[src/rtl/qbtp_pkg.sv]
package qbtp_pkg;

  localparam int unsigned WORD_WIDTH = 4;

  typedef logic [WORD_WIDTH-1:0] qbtp_word_type;

  // Bus pin carrier: level driven, drive enable.
  typedef struct packed {
    qbtp_word_type data;
    logic          enable;
  } qbtp_drive_type;

  // Receive pin carrier for the three-state received-word outputs.
  typedef struct packed {
    qbtp_word_type data;
    logic          enable;
  } qbtp_recv_type;

  localparam logic [1:0] SYNC_STAGES = 2'h2;

endpackage

[src/rtl/qbtp_sync.sv]
`timescale 1ns/1ps
module qbtp_sync #(
  parameter int unsigned WIDTH = 1
) (
  input  wire logic             clock,
  input  wire logic             reset_n,
  input  wire logic [WIDTH-1:0] async_in,
  output logic      [WIDTH-1:0] sync_out
);

  logic [WIDTH-1:0] stage1_reg;
  logic [WIDTH-1:0] stage2_reg;

  // The first stage is read only by the second stage.
  always_ff @(posedge clock or negedge reset_n) begin
    if (!reset_n) begin
      stage1_reg <= '0;
      stage2_reg <= '0;
    end else begin
      stage1_reg <= async_in;
      stage2_reg <= stage1_reg;
    end
  end

  assign sync_out = stage2_reg;

endmodule

[src/rtl/qbtp_transceiver.sv]
`timescale 1ns/1ps
////////////////////////////////////////////////////////////////////////////////
// Operation
// - Capture send word on capture clock rise.
// - Inhibit high floats bus, low drives.
// - Bus line carries inverted register bit.
// - Receiver takes inverted bus line.
// - Own driven value feeds receivers internally.
// - Hold low keeps receive latches transparent.
// - Hold high freezes received word.
// - Output disable high floats received word.
// - Driving: parity over send inputs.
// - Inhibited: parity over receiver latches.
// - Parity is XOR of selected four bits.
module qbtp_transceiver (
  input  wire logic                   clock,
  input  wire logic                   reset_n,
  input  wire qbtp_pkg::qbtp_word_type send_word,
  input  wire logic                   driver_capture_clock,
  input  wire logic                   bus_drive_inhibit,
  input  wire logic                   receive_hold,
  input  wire logic                   receive_output_disable,
  input  wire qbtp_pkg::qbtp_word_type bus_in,
  output qbtp_pkg::qbtp_drive_type    bus_out,
  output qbtp_pkg::qbtp_recv_type     receive_out,
  output logic                        parity_odd
);

  ////////////////////////////////////////////////////////////////////////////
  // Pin synchronisation. Every pin is sampled into the clock domain, so the
  // logic below sees the pins two cycles late and the registered outputs follow
  // one cycle after that; the capture clock is only seen as a level, which limits it to well under half the system rate.

  localparam int unsigned SYNC_WIDTH = 2 * qbtp_pkg::WORD_WIDTH + 4;

  logic [SYNC_WIDTH-1:0] pins_raw;
  logic [SYNC_WIDTH-1:0] pins_sync;

  // The two enables pass the synchroniser inverted, so that its cleared
  // stages read as inhibited and disabled. Otherwise the bus would be driven
  // for two cycles after reset, before the real pin level arrives.
  assign pins_raw = {send_word, bus_in, driver_capture_clock,
                     ~bus_drive_inhibit, receive_hold,
                     ~receive_output_disable};

  qbtp_sync #(
    .WIDTH (SYNC_WIDTH)
  ) u_sync (
    .clock    (clock),
    .reset_n  (reset_n),
    .async_in (pins_raw),
    .sync_out (pins_sync)
  );

  qbtp_pkg::qbtp_word_type send_s;
  qbtp_pkg::qbtp_word_type bus_s;
  logic                    capture_s;
  logic                    inhibit_s;
  logic                    hold_s;
  logic                    out_disable_s;
  logic                    drive_en_s;
  logic                    recv_en_s;

  assign {send_s, bus_s, capture_s, drive_en_s, hold_s, recv_en_s} =
    pins_sync;
  assign inhibit_s     = !drive_en_s;
  assign out_disable_s = !recv_en_s;

  ////////////////////////////////////////////////////////////////////////////
  // State. The reset only gives simulation defined values; the device itself
  // has none, so a user must load before relying on the contents.

  logic                    capture_last_reg;
  logic                    capture_last_next;
  qbtp_pkg::qbtp_word_type driver_reg;
  qbtp_pkg::qbtp_word_type driver_next;
  qbtp_pkg::qbtp_word_type latch_reg;
  qbtp_pkg::qbtp_word_type latch_next;
  qbtp_pkg::qbtp_drive_type bus_out_reg;
  qbtp_pkg::qbtp_drive_type bus_out_next;
  qbtp_pkg::qbtp_recv_type  receive_out_reg;
  qbtp_pkg::qbtp_recv_type  receive_out_next;
  logic                    parity_reg;
  logic                    parity_next;
  qbtp_pkg::qbtp_word_type line_level;

  always_comb begin
    capture_last_next = capture_s;
    driver_next       = driver_reg;
    if (capture_s && !capture_last_reg) begin
      driver_next = send_s;
    end
    // While driving, the receivers see our own value rather than the pins,
    // which avoids a round trip through the pad synchronisers.
    if (!inhibit_s) begin
      line_level = ~driver_reg;
    end else begin
      line_level = bus_s;
    end
    latch_next = latch_reg;
    if (!hold_s) begin
      latch_next = ~line_level;
    end
    bus_out_next.data   = ~driver_next;
    bus_out_next.enable = !inhibit_s;
    receive_out_next.data   = latch_next;
    receive_out_next.enable = !out_disable_s;
    if (!inhibit_s) begin
      parity_next = ^send_s;
    end else begin
      parity_next = ^latch_next;
    end
  end

  always_ff @(posedge clock or negedge reset_n) begin
    if (!reset_n) begin
      capture_last_reg <= 1'h0;
      driver_reg       <= '0;
      latch_reg        <= '0;
      bus_out_reg      <= '0;
      receive_out_reg  <= '0;
      parity_reg       <= 1'h0;
    end else begin
      capture_last_reg <= capture_last_next;
      driver_reg       <= driver_next;
      latch_reg        <= latch_next;
      bus_out_reg      <= bus_out_next;
      receive_out_reg  <= receive_out_next;
      parity_reg       <= parity_next;
    end
  end

  assign bus_out     = bus_out_reg;
  assign receive_out = receive_out_reg;
  assign parity_odd  = parity_reg;

endmodule

[config.mk]
export PLATFORM = sky130hd
export DESIGN_NAME = qbtp_transceiver
export DESIGN_NICKNAME = d
export VERILOG_FILES = /design/src/rtl/qbtp_pkg.sv /design/src/rtl/qbtp_sync.sv /design/src/rtl/qbtp_transceiver.sv
export SDC_FILE = /design/constraint.sdc
export NUM_CORES = 1
export LEC_CHECK = 0
export ABC_AREA = 1
export ABC_CLOCK_PERIOD_IN_PS = 1650
export BUFFER_PORTS_ARGS = -buffer_cell sky130_fd_sc_hd__buf_4
export CAP_MARGIN = 40
export CORE_MARGIN = 1
export CORE_UTILIZATION = 52
export CTS_CLUSTER_DIAMETER = 30
export CTS_CLUSTER_SIZE = 14
export DETAILED_ROUTE_END_ITERATION = 6
export PLACE_DENSITY = 0.73
export SYNTH_ARGS = -nofsm -noshare
export SYNTH_HDL_FRONTEND = slang
export SYNTH_SLANG_ARGS = --single-unit
[constraint.sdc]
create_clock -name clock -period 1.65 [get_ports clock]
set_clock_uncertainty 0.2 [all_clocks]
set_input_delay 0.165 -clock clock [delete_from_list [all_inputs] [get_ports clock]]
set_output_delay 0.165 -clock clock [all_outputs]
set_load 0.005 [all_outputs]
==> impl_metrics.yaml, run 1 <==
run_status:
  status: "finished clean"
clocking:
  cts_buffer_depth: 2
  cts.reportedPaths.clkPinSlew_ps: 110
  htreeDepth: 2
  numCtsBuffers: 5
  root_buffer: "clkbuf_4"
  cts_tree: "done"
  cts.sinks: 40
  clk-insertion-delay-late_ps: 330
pwr:
  power_frac_seq: 0.567
  switchingPower_mw: 0.4344
  cellLeakagePower_nw: 0.9076
  p_per_area_nw_per_um2: 1094
  swShare: 0.2250
  clkPwrFrac: 0.311
  ir_worst_vdd_mv: 0.8530
  p_int_mw: 1.496
  combPwrFrac: 0.123
layout:
  num-fill-cells: 181
  multi_input_area_sq_um: 252.7
  drive_above_1_share: 0.2438
  syn_to_final_growth_pct: 31.04
  fin_util: 0.7187
  regArea_sq_um: 1002
  final_nets: 173
  antenna_cells: 0
synth:
  syn_area_sq_um: 1346
  synthSimpleGateAreaFrac: 0.1385
  ys_types: 16
  ys_seq_area_frac: 0.7435
  synth-xor-area-share: 0.01952
  ys.flop_type: "dfrtp_1"
  syn_nets: 129
  ys_top_cells_by_area: "dfrtp_1 74%, nand2_1 8.4%, inv_1 4.2%, nand3_1 2.6%, o21ai_0 1.9%"
  synth_edf_count: 0
  async_flop_share: 1.000
  synth-compound-area-share: 0.02974
  synth_top_area_frac: 0.7435
  postSynthAreaPerCell_sq_um: 11.71
  synthCells: 115
  netlist_top_cells_count: "40 x dfrtp_1, 30 x nand2_1, 15 x inv_1"
  yosys.cell_count.top_type: "dfrtp_1"
  yosysTopAreaCell: "dfrtp_1"
  synth_top_family_by_area: "simple AND/OR/NAND/NOR gates"
  ys_ff_latch: 40
  synthMuxAreaShare: 0
  synthAdderAreaFrac: 0
  synth_warnings: 0
die:
  initial_core_util: 0.5484
  io_pins: 25
  core-area_sq_um: 2455
  rows: 18
  die_area_sq_um: 2796
  die_h_um: 52.88
  dieWidth_um: 52.88
sta:
  hold_viol: 0
  worst_slew_pin_slew_ps: 473.0
  setup-tns-final_ps: 0
  max_freq_mhz: 666.5
  maxSlewHeadroom: 0.6847
  finalSetupViolations: 0
  drv_slew: 0
  period_share: 0.9094
  timing.final.crit_period_ps: 1500
  rsz0062_at_grt: "no"
worst_setup_path:
  cp-end-kind: "register"
  cpPeakStageDelay_ps: 470
  crit_type: "register to register"
  cpMostUsedCell: "nand2_1"
  path_max_fanout: 7
  crit_chain: "inv_4 > nand2_1 > a21oi_1 > nand2_1 > nand2_1 > nand2_2 > nand3_1 > nand2_1"
  worst_ep_arrival_time_ps: 1520
  worst_setup_path_start_kind: "register"
  crit_slowest_cell: "dfrtp_2"
  critPathRequiredTime_ps: 1670
  reg2regPathDepth: 8
place:
  hpwl_um: 1395
  gp_congestion: 0.8679
  portBuffers: 24
flow_run:
  drv_cap: 0
route:
  drcViolationCount: 0
  ant_nets: 0
  wl_um: 2198
  avgRoutedWirePerCell_um: 11.57
  drt_pre_antenna_iters: 4
  via_count: 910
  drt_iter0_markers: 5
  via_per_inst: 4.789
min_path:
  min_path_type: "primary input to asynchronous set/reset pin"
grt:
  grt_pass1_vias: 845
  grt-ovfl-total: 0
  grt_start_max_net_pins: 41
  antenna_found_initial: 0
  grt_usage: 0.1891
  grt_pass1_wl_um: 3484
  grtUsageMet1: 0.1980
  met2_usage: 0.3207
  grt.met3_usage: 0.07759
  busiest_layer: "met2"
==> power groups by stage <==
| stage | logic, mW | clock network, mW | registers (mW) |
|---|---|---|---|
| 5_1_grt | 0.269 | 0.662 | 1.10 |
| 3_5_place_dp | 0.208 | 0 | 1.11 |
| 6_report | 0.237 | 0.600 | 1.09 |
| 2_1_floorplan | 0.103 | 0 | 1.11 |
| 3_3_place_gp | 0.200 | 0 | 1.11 |
| 4_1_cts | 0.233 | 0.623 | 1.09 |
==> placed cells by master, fill, tap and decap left out, drive strengths merged <==
master | Yosys | final
nor2 | 2 | 2
dlygate4sd3 | 0 | 13
nand3 | 7 | 7
a21oi | 2 | 2
clkinv | 0 | 1
clkbuf | 0 | 6
or2 | 3 | 3
dfrtp | 40 | 40
nand2 | 32 | 32
bufinv | 0 | 1
o21ai | 6 | 6
buf | 2 | 26
xor2 | 1 | 1
inv | 18 | 18
xnor2 | 2 | 2
==> metal layers <==
metal | vias up | routed length, um
met3 | 12 | 89
met4 | 0 | 88
met1 | 434 | 812
met5 | - | 0
li1 | 435 | -
met2 | 29 | 1208
==> repair_timing <==
| action | CTS | global route |
|---|---|---|
| hold buffers | 13 | 0 |
| hold endpoints to repair | 52 | 0 |
| resized for setup | 0 | 1 |
| buffers inserted | 0 | 2 |
| endpoints found under the setup margin | 0 | 1 |
==> final cells by class <==
class                           instances  area share
Tap cell                               30     0.02128
Clock inverter                          2     0.01986
Clock buffer                            6     0.02340
Inverter                               18     0.03972
Sequential cell                        40      0.5681
Timing Repair Buffer                   39      0.1844
Multi-Input combinational cell         55      0.1433
==> stage by stage <==
step	worst slack, ps	power, mW	std cells	area (sq um)	hold slack [ps]
2_1_floorplan	264.4	1.208	115	1346	-330.6
3_3_place_gp	198.8	1.310	167	1541	-52.15
3_5_place_dp	80.53	1.322	167	1541	-45.10
4_1_cts	69.25	1.951	188	1748	123.5
5_1_grt	32.95	2.033	190	1764	128.3
6_report	149.5	1.931	190	1764	124.8
==> logic make-up (layout without fill, tap and decap cells) <==
group / Yosys count / in the layout
simple gates: 44 / 44
xor+xnor: 3 / 3
flops: 40 / 40
buf+inv: 20 / 65
compound gates: 8 / 8
==> critical path: cells and delay by family (launching register included) <==
family          cells  cell delay [ps]
buf+inv             1               90
compound gates      1              200
simple gates        6              430
flops               1              470
==> worst paths after layout <==
check,startpoint,end,slack [ps]
worst max-delay path,u_sync.sync_out[2],parity_odd,150
worst min-delay path,reset_n,driver_reg[0],120
worst max register to register,u_sync.sync_out[2],parity_odd,150
worst min register to register,u_sync.sync_out[0],receive_out[0],150
max in group asynchronous,reset_n,u_sync.sync_out[2],780
min in group clock,u_sync.sync_out[0],receive_out[0],150
No activity file was read; power rests on OpenSTA's default activity.
==> run 2: changes to the inputs <==
Settings changed: CORE_UTILIZATION 52 to 53, PLACE_DENSITY 0.73 to unset, PLACE_DENSITY_LB_ADDON set to 0.08, SYNTH_HIERARCHICAL set to 1.
==> impl_metrics.yaml, run 2 <==
place:
  gp_congestion: 0.7979
  hpwl_um: 1381
  pre_cts_ws_ps: 52.15
  portBuffers: 24
die:
  io_pins: 25
  dieWidth_um: 52.82
  core-area_sq_um: 2455
  rows: 18
  die_area_sq_um: 2790
  die_h_um: 52.82
  initial_core_util: 0.5576
grt:
  grt_pass1_vias: 875
  antenna_found_initial: 0
  grt_usage: 0.1934
  grt_pass1_wl_um: 3567
  grt_start_max_net_pins: 41
  grt-ovfl-total: 0
sta:
  hold_viol: 0
  finalSetupViolations: 0
  max_freq_mhz: 656.0
  worst_slew_pin_slew_ps: 476.2
  drv_slew: 0
  rsz0062_at_grt: "no"
  timing.final.crit_period_ps: 1524
  finalWorstSetupSlack_ps: 125.6
  maxSlewHeadroom: 0.6825
  setup-tns-final_ps: 0
  period_share: 0.9239
worst_setup_path:
  crit_type: "register to register"
  r2r_setup_slack_ps: 130
  r2r-end: "parity_odd"
  worst_setup_path_start_kind: "register"
  path_max_fanout: 6
  worst_ep_arrival_time_ps: 1570
  reg2regPathDepth: 10
  critPathRequiredTime_ps: 1690
  cp-end-kind: "register"
  rr_startpoint: "u_sync/sync_out[2]"
route:
  drt_pre_antenna_iters: 4
  via_per_inst: 4.751
  ant_nets: 0
  via_count: 936
  avgRoutedWirePerCell_um: 11.54
  drcViolationCount: 0
  wl_um: 2273
  drt_iter0_markers: 7
synth:
  yosysTopAreaCell: "dfrtp_1"
  synth_warnings: 6
  ys_seq_area_frac: 0.7313
  netlist_top_cells_count: "45 x nand2_1, 40 x dfrtp_1, 16 x inv_1"
  synth_top_area_frac: 0.7313
  ys_ff_latch: 40
  ys.flop_type: "dfrtp_1"
  synthCells: 123
  ys_types: 14
  synth_edf_count: 0
  yosys.cell_count.top_type: "nand2_1"
  syn_nets: 137
  async_flop_share: 1.000
  ys_top_cells_by_area: "dfrtp_1 73%, nand2_1 12%, inv_1 4.4%, nand3_1 2.2%, o21ai_0 1.8%"
  postSynthAreaPerCell_sq_um: 11.13
  syn_area_sq_um: 1369
clocking:
  cts.sinks: 40
  cts_tree: "done"
  root_buffer: "clkbuf_4"
  numCtsBuffers: 5
  cts_buffer_depth: 2
  htreeDepth: 2
  cts.reportedPaths.clkPinSlew_ps: 120
  clk-insertion-delay-late_ps: 320
layout:
  final_common_cell: "nand2_1"
  antenna_cells: 0
  final_nets: 180
  final_cell_mix: "45 x nand2_1, 39 x dfrtp_1, 25 x buf_4"
  fin_util: 0.7324
  syn_to_final_growth_pct: 31.35
  drive_above_1_share: 0.2216
pwr:
  cellLeakagePower_nw: 0.9438
  p_per_area_nw_per_um2: 1130
  power_mw: 2.031
  ir_worst_vdd_mv: 1.164
flow_run:
  drv_cap: 0
min_path:
  min_path_type: "primary input to asynchronous set/reset pin"
run_status:
  status: "finished clean"
-- run 2: power breakdown --
| part | switching, mW | leakage (nW) | internal, mW |
|---|---|---|---|
| Clock | 0.295 | 0.0515 | 0.402 |
| Combinational | 0.119 | 0.426 | 0.123 |
| Sequential | 0.0368 | 0.467 | 1.05 |
| Total | 0.451 | 0.944 | 1.58 |
-- run 2: worst max path at each step --
stage / start / to / slack (ps) / cells past startpoint
final: u_sync/sync_out[2] / parity_odd / 130 / 10
after detailed placement: u_sync/sync_out[2] / parity_odd / 50 / 10
after floorplan: u_sync/sync_out[2] / parity_odd / 220 / 11
after CTS: u_sync/sync_out[2] / parity_odd / 30 / 10
after global routing: u_sync/sync_out[2] / parity_odd / 10 / 10
after global placement: u_sync/sync_out[2] / parity_odd / 100 / 10
-- run 2: layout make-up --
| class | instances | area (sq um) |
|---|---|---|
| sequential | 40 | 1002 |
| tap | 30 | 37.54 |
| inverter | 17 | 66.31 |
| clock buffer | 7 | 65.06 |
| multi-input combinational | 64 | 279.0 |
| clock inverter | 1 | 30.03 |
| timing repair buffer | 38 | 317.8 |
| fill | 167 | 656.9 |
-- run 2: per-layer routing --
layer | vias up | GRT usage | wire [um]
li1 | 450 | - | -
met1 | 437 | 0.2218 | 921
met2 | 39 | 0.2996 | 1189
met3 | 10 | 0.08986 | 93
met4 | 0 | 0.1009 | 69
met5 | - | 0 | 0
-- run 2: what timing repair did --
item / in CTS / in global routing
endpoints found under the hold margin: 52 / 0
hold buffers: 13 / 0
gates resized for setup: 1 / 2
buffers inserted: 0 / 1
endpoints found under the setup margin: 1 / 1
-- run 2: cells by family (layout without fill, tap and decap cells) --
logic type,after synthesis,count (layout),synth area share
AOI/OAI and AO/OA,5,5,0.01828
xor gates and xnor gates,3,3,0.01920
buffers and inverters,19,63,0.06490
DFF,40,40,0.7313
and+or+nand+nor,56,56,0.1664
-- run 2: worst max-delay path: stages, from the launching register on --
cell     delay, ps
dfrtp_2        480
inv_4          100
nand2_1         70
nand2_1         70
nand2_1         70
nand2_1        140
nand2_1         70
nand2_1         70
nand2_1         50
nand3_1         70
nand2_1         50
-- run 2: stage by stage --
stage               hold slack, ps  instances  cell area (sq um)
floorplan                   -330.6        123               1369
detailed placement          -40.45        175               1562
global route                 151.3        197               1798
global placement            -48.15        175               1562
finish                       130.3        197               1798
CTS                          125.8        196               1788
==> run 3: changes to the inputs <==
Settings changed: CELL_PAD_IN_SITES_DETAIL_PLACEMENT set to 1, CELL_PAD_IN_SITES_GLOBAL_PLACEMENT set to 1, CORE_UTILIZATION 53 to 44, CTS_BUF_LIST set to sky130_fd_sc_hd__clkbuf_4.
==> impl_metrics.yaml, run 3 (synthesis gave the netlist of run 2 again) <==
sta:
  rsz0062_at_grt: "no"
  maxSlewHeadroom: 0.6845
  period_share: 0.8881
  setup-tns-final_ps: 0
  max_freq_mhz: 682.5
  worst_slew_pin_slew_ps: 473.3
  finalSetupViolations: 0
  final.hold.worst_slack_ps: 121.1
  hold_viol: 0
  drv_slew: 0
  timing.final.crit_period_ps: 1465
worst_setup_path:
  critPathCapture: "parity_odd"
  cpMostUsedCell: "nand2_1"
  crit_type: "register to register"
  startpoint: "u_sync/sync_out[2]"
  reg2regPathDepth: 9
  cp_top_family: "flip-flops"
  worst_setup_path_start_kind: "register"
  crit_chain: "buf_4 > nor2_1 > o21ai_0 > nand2_1 > nand2_1 > inv_1 > nand2_1 > nand3_1 > nand2_1"
  r2r_setup_slack_ps: 180
  cpPeakStageDelay_ps: 480
  worst-path-buf-inv: 2
  crit_slowest_cell: "dfrtp_2"
  critPathRequiredTime_ps: 1690
  cp_num_cells: 9
  r2r-end: "parity_odd"
  path_max_fanout: 8
  cp-end-kind: "register"
  rr_startpoint: "u_sync/sync_out[2]"
  worst_ep_arrival_time_ps: 1510
route:
  drt_pre_antenna_iters: 6
  via_count: 916
  drt_iter0_markers: 29
  avgRoutedWirePerCell_um: 13.12
  drcViolationCount: 2
  ant_nets: 0
  via_per_inst: 4.603
  wl_um: 2610
clocking:
  cts_buffer_depth: 2
  htreeDepth: 2
  root_buffer: "clkbuf_4"
  numCtsBuffers: 5
  cts_tree: "done"
  cts.sinks: 40
  clk-insertion-delay-late_ps: 340
  cts.reportedPaths.clkPinSlew_ps: 110
place:
  gp_congestion: 0.7704
  portBuffers: 24
  dp.cells: 177
  hpwl_um: 1722
grt:
  grt_start_max_net_pins: 41
  grt-ovfl-total: 0
  grt_pass1_wl_um: 4712
  grt_pass1_vias: 993
  grt_usage: 0.2005
  antenna_found_initial: 0
layout:
  drive_above_1_share: 0.2202
  final_nets: 181
  antenna_cells: 0
  num-fill-cells: 301
  final_cell_mix: "45 x nand2_1, 39 x dfrtp_1, 26 x buf_4"
  stdcell_count: 199
  syn_to_final_growth_pct: 28.98
  final_common_cell: "nand2_1"
run_status:
  violations: "DRC"
  status: "complete, but fails checks"
die:
  rows: 19
  io_pins: 25
  dieWidth_um: 57.78
  initial_core_util: 0.4798
  die_h_um: 57.78
  die_area_sq_um: 3338
  core-area_sq_um: 2853
pwr:
  p_per_area_nw_per_um2: 1023
  cellLeakagePower_nw: 0.9262
  ir_worst_vdd_mv: 0.6593
min_path:
  min_path_type: "primary input to asynchronous set/reset pin"
flow_run:
  drv_cap: 0
-- run 3: cell type report --
type                    count  area [sq um]  share of cell area
repair buffers             39         325.3              0.1843
well taps                  31         38.79             0.02197
clock buffers               6         45.04             0.02551
inverters                  17         63.81             0.03614
clock inverters             2         11.26            0.006378
multi-input cells          64         279.0              0.1580
flip-flops and latches     40          1002              0.5677
-- run 3: power by group --
group / internal (mW) / switching, mW
registers: 1.05 / 0.0387
logic: 0.125 / 0.118
clock network: 0.179 / 0.292
-- run 3: timing repair --
action,CTS,global route
gates resized for setup,0,2
buffers inserted,0,1
hold buffers,13,0
setup endpoints to repair,0,1
hold endpoints to repair,52,0
-- run 3: per-stage QoR --
step / area [sq um] / util / setup slack [ps] / power, mW
after detailed placement: 1570 / 0.5504 / 85.33 / 1.333
final: 1765 / 0.6189 / 184.7 / 1.807
after CTS: 1757 / 0.6158 / 65.15 / 1.834
after floorplan: 1369 / - / 224.9 / 1.210
after global placement: 1570 / 0.5504 / 148.0 / 1.319
after global routing: 1765 / 0.6189 / 5.769 / 1.916
-- run 3: layer usage --
| layer | global-route usage | wire [um] | vias up |
|---|---|---|---|
| li1 | - | - | 453 |
| met1 | 0.2481 | 1079 | 430 |
| met2 | 0.3223 | 1337 | 25 |
| met3 | 0.06027 | 134 | 8 |
| met4 | 0.1020 | 59 | 0 |
| met5 | 0 | 0 | - |
-- run 3: worst min path at each step --
stage | to | slack, ps | cells after the start
after CTS | u_sync/sync_out[3] | 130 | 2
after global placement | capture_last_reg | -50 | 1
final | capture_last_reg | 120 | 2
after global routing | driver_reg[1] | 150 | 2
after detailed placement | u_sync/sync_out[3] | -40 | 1
after floorplan | bus_out[0] | -330 | 0
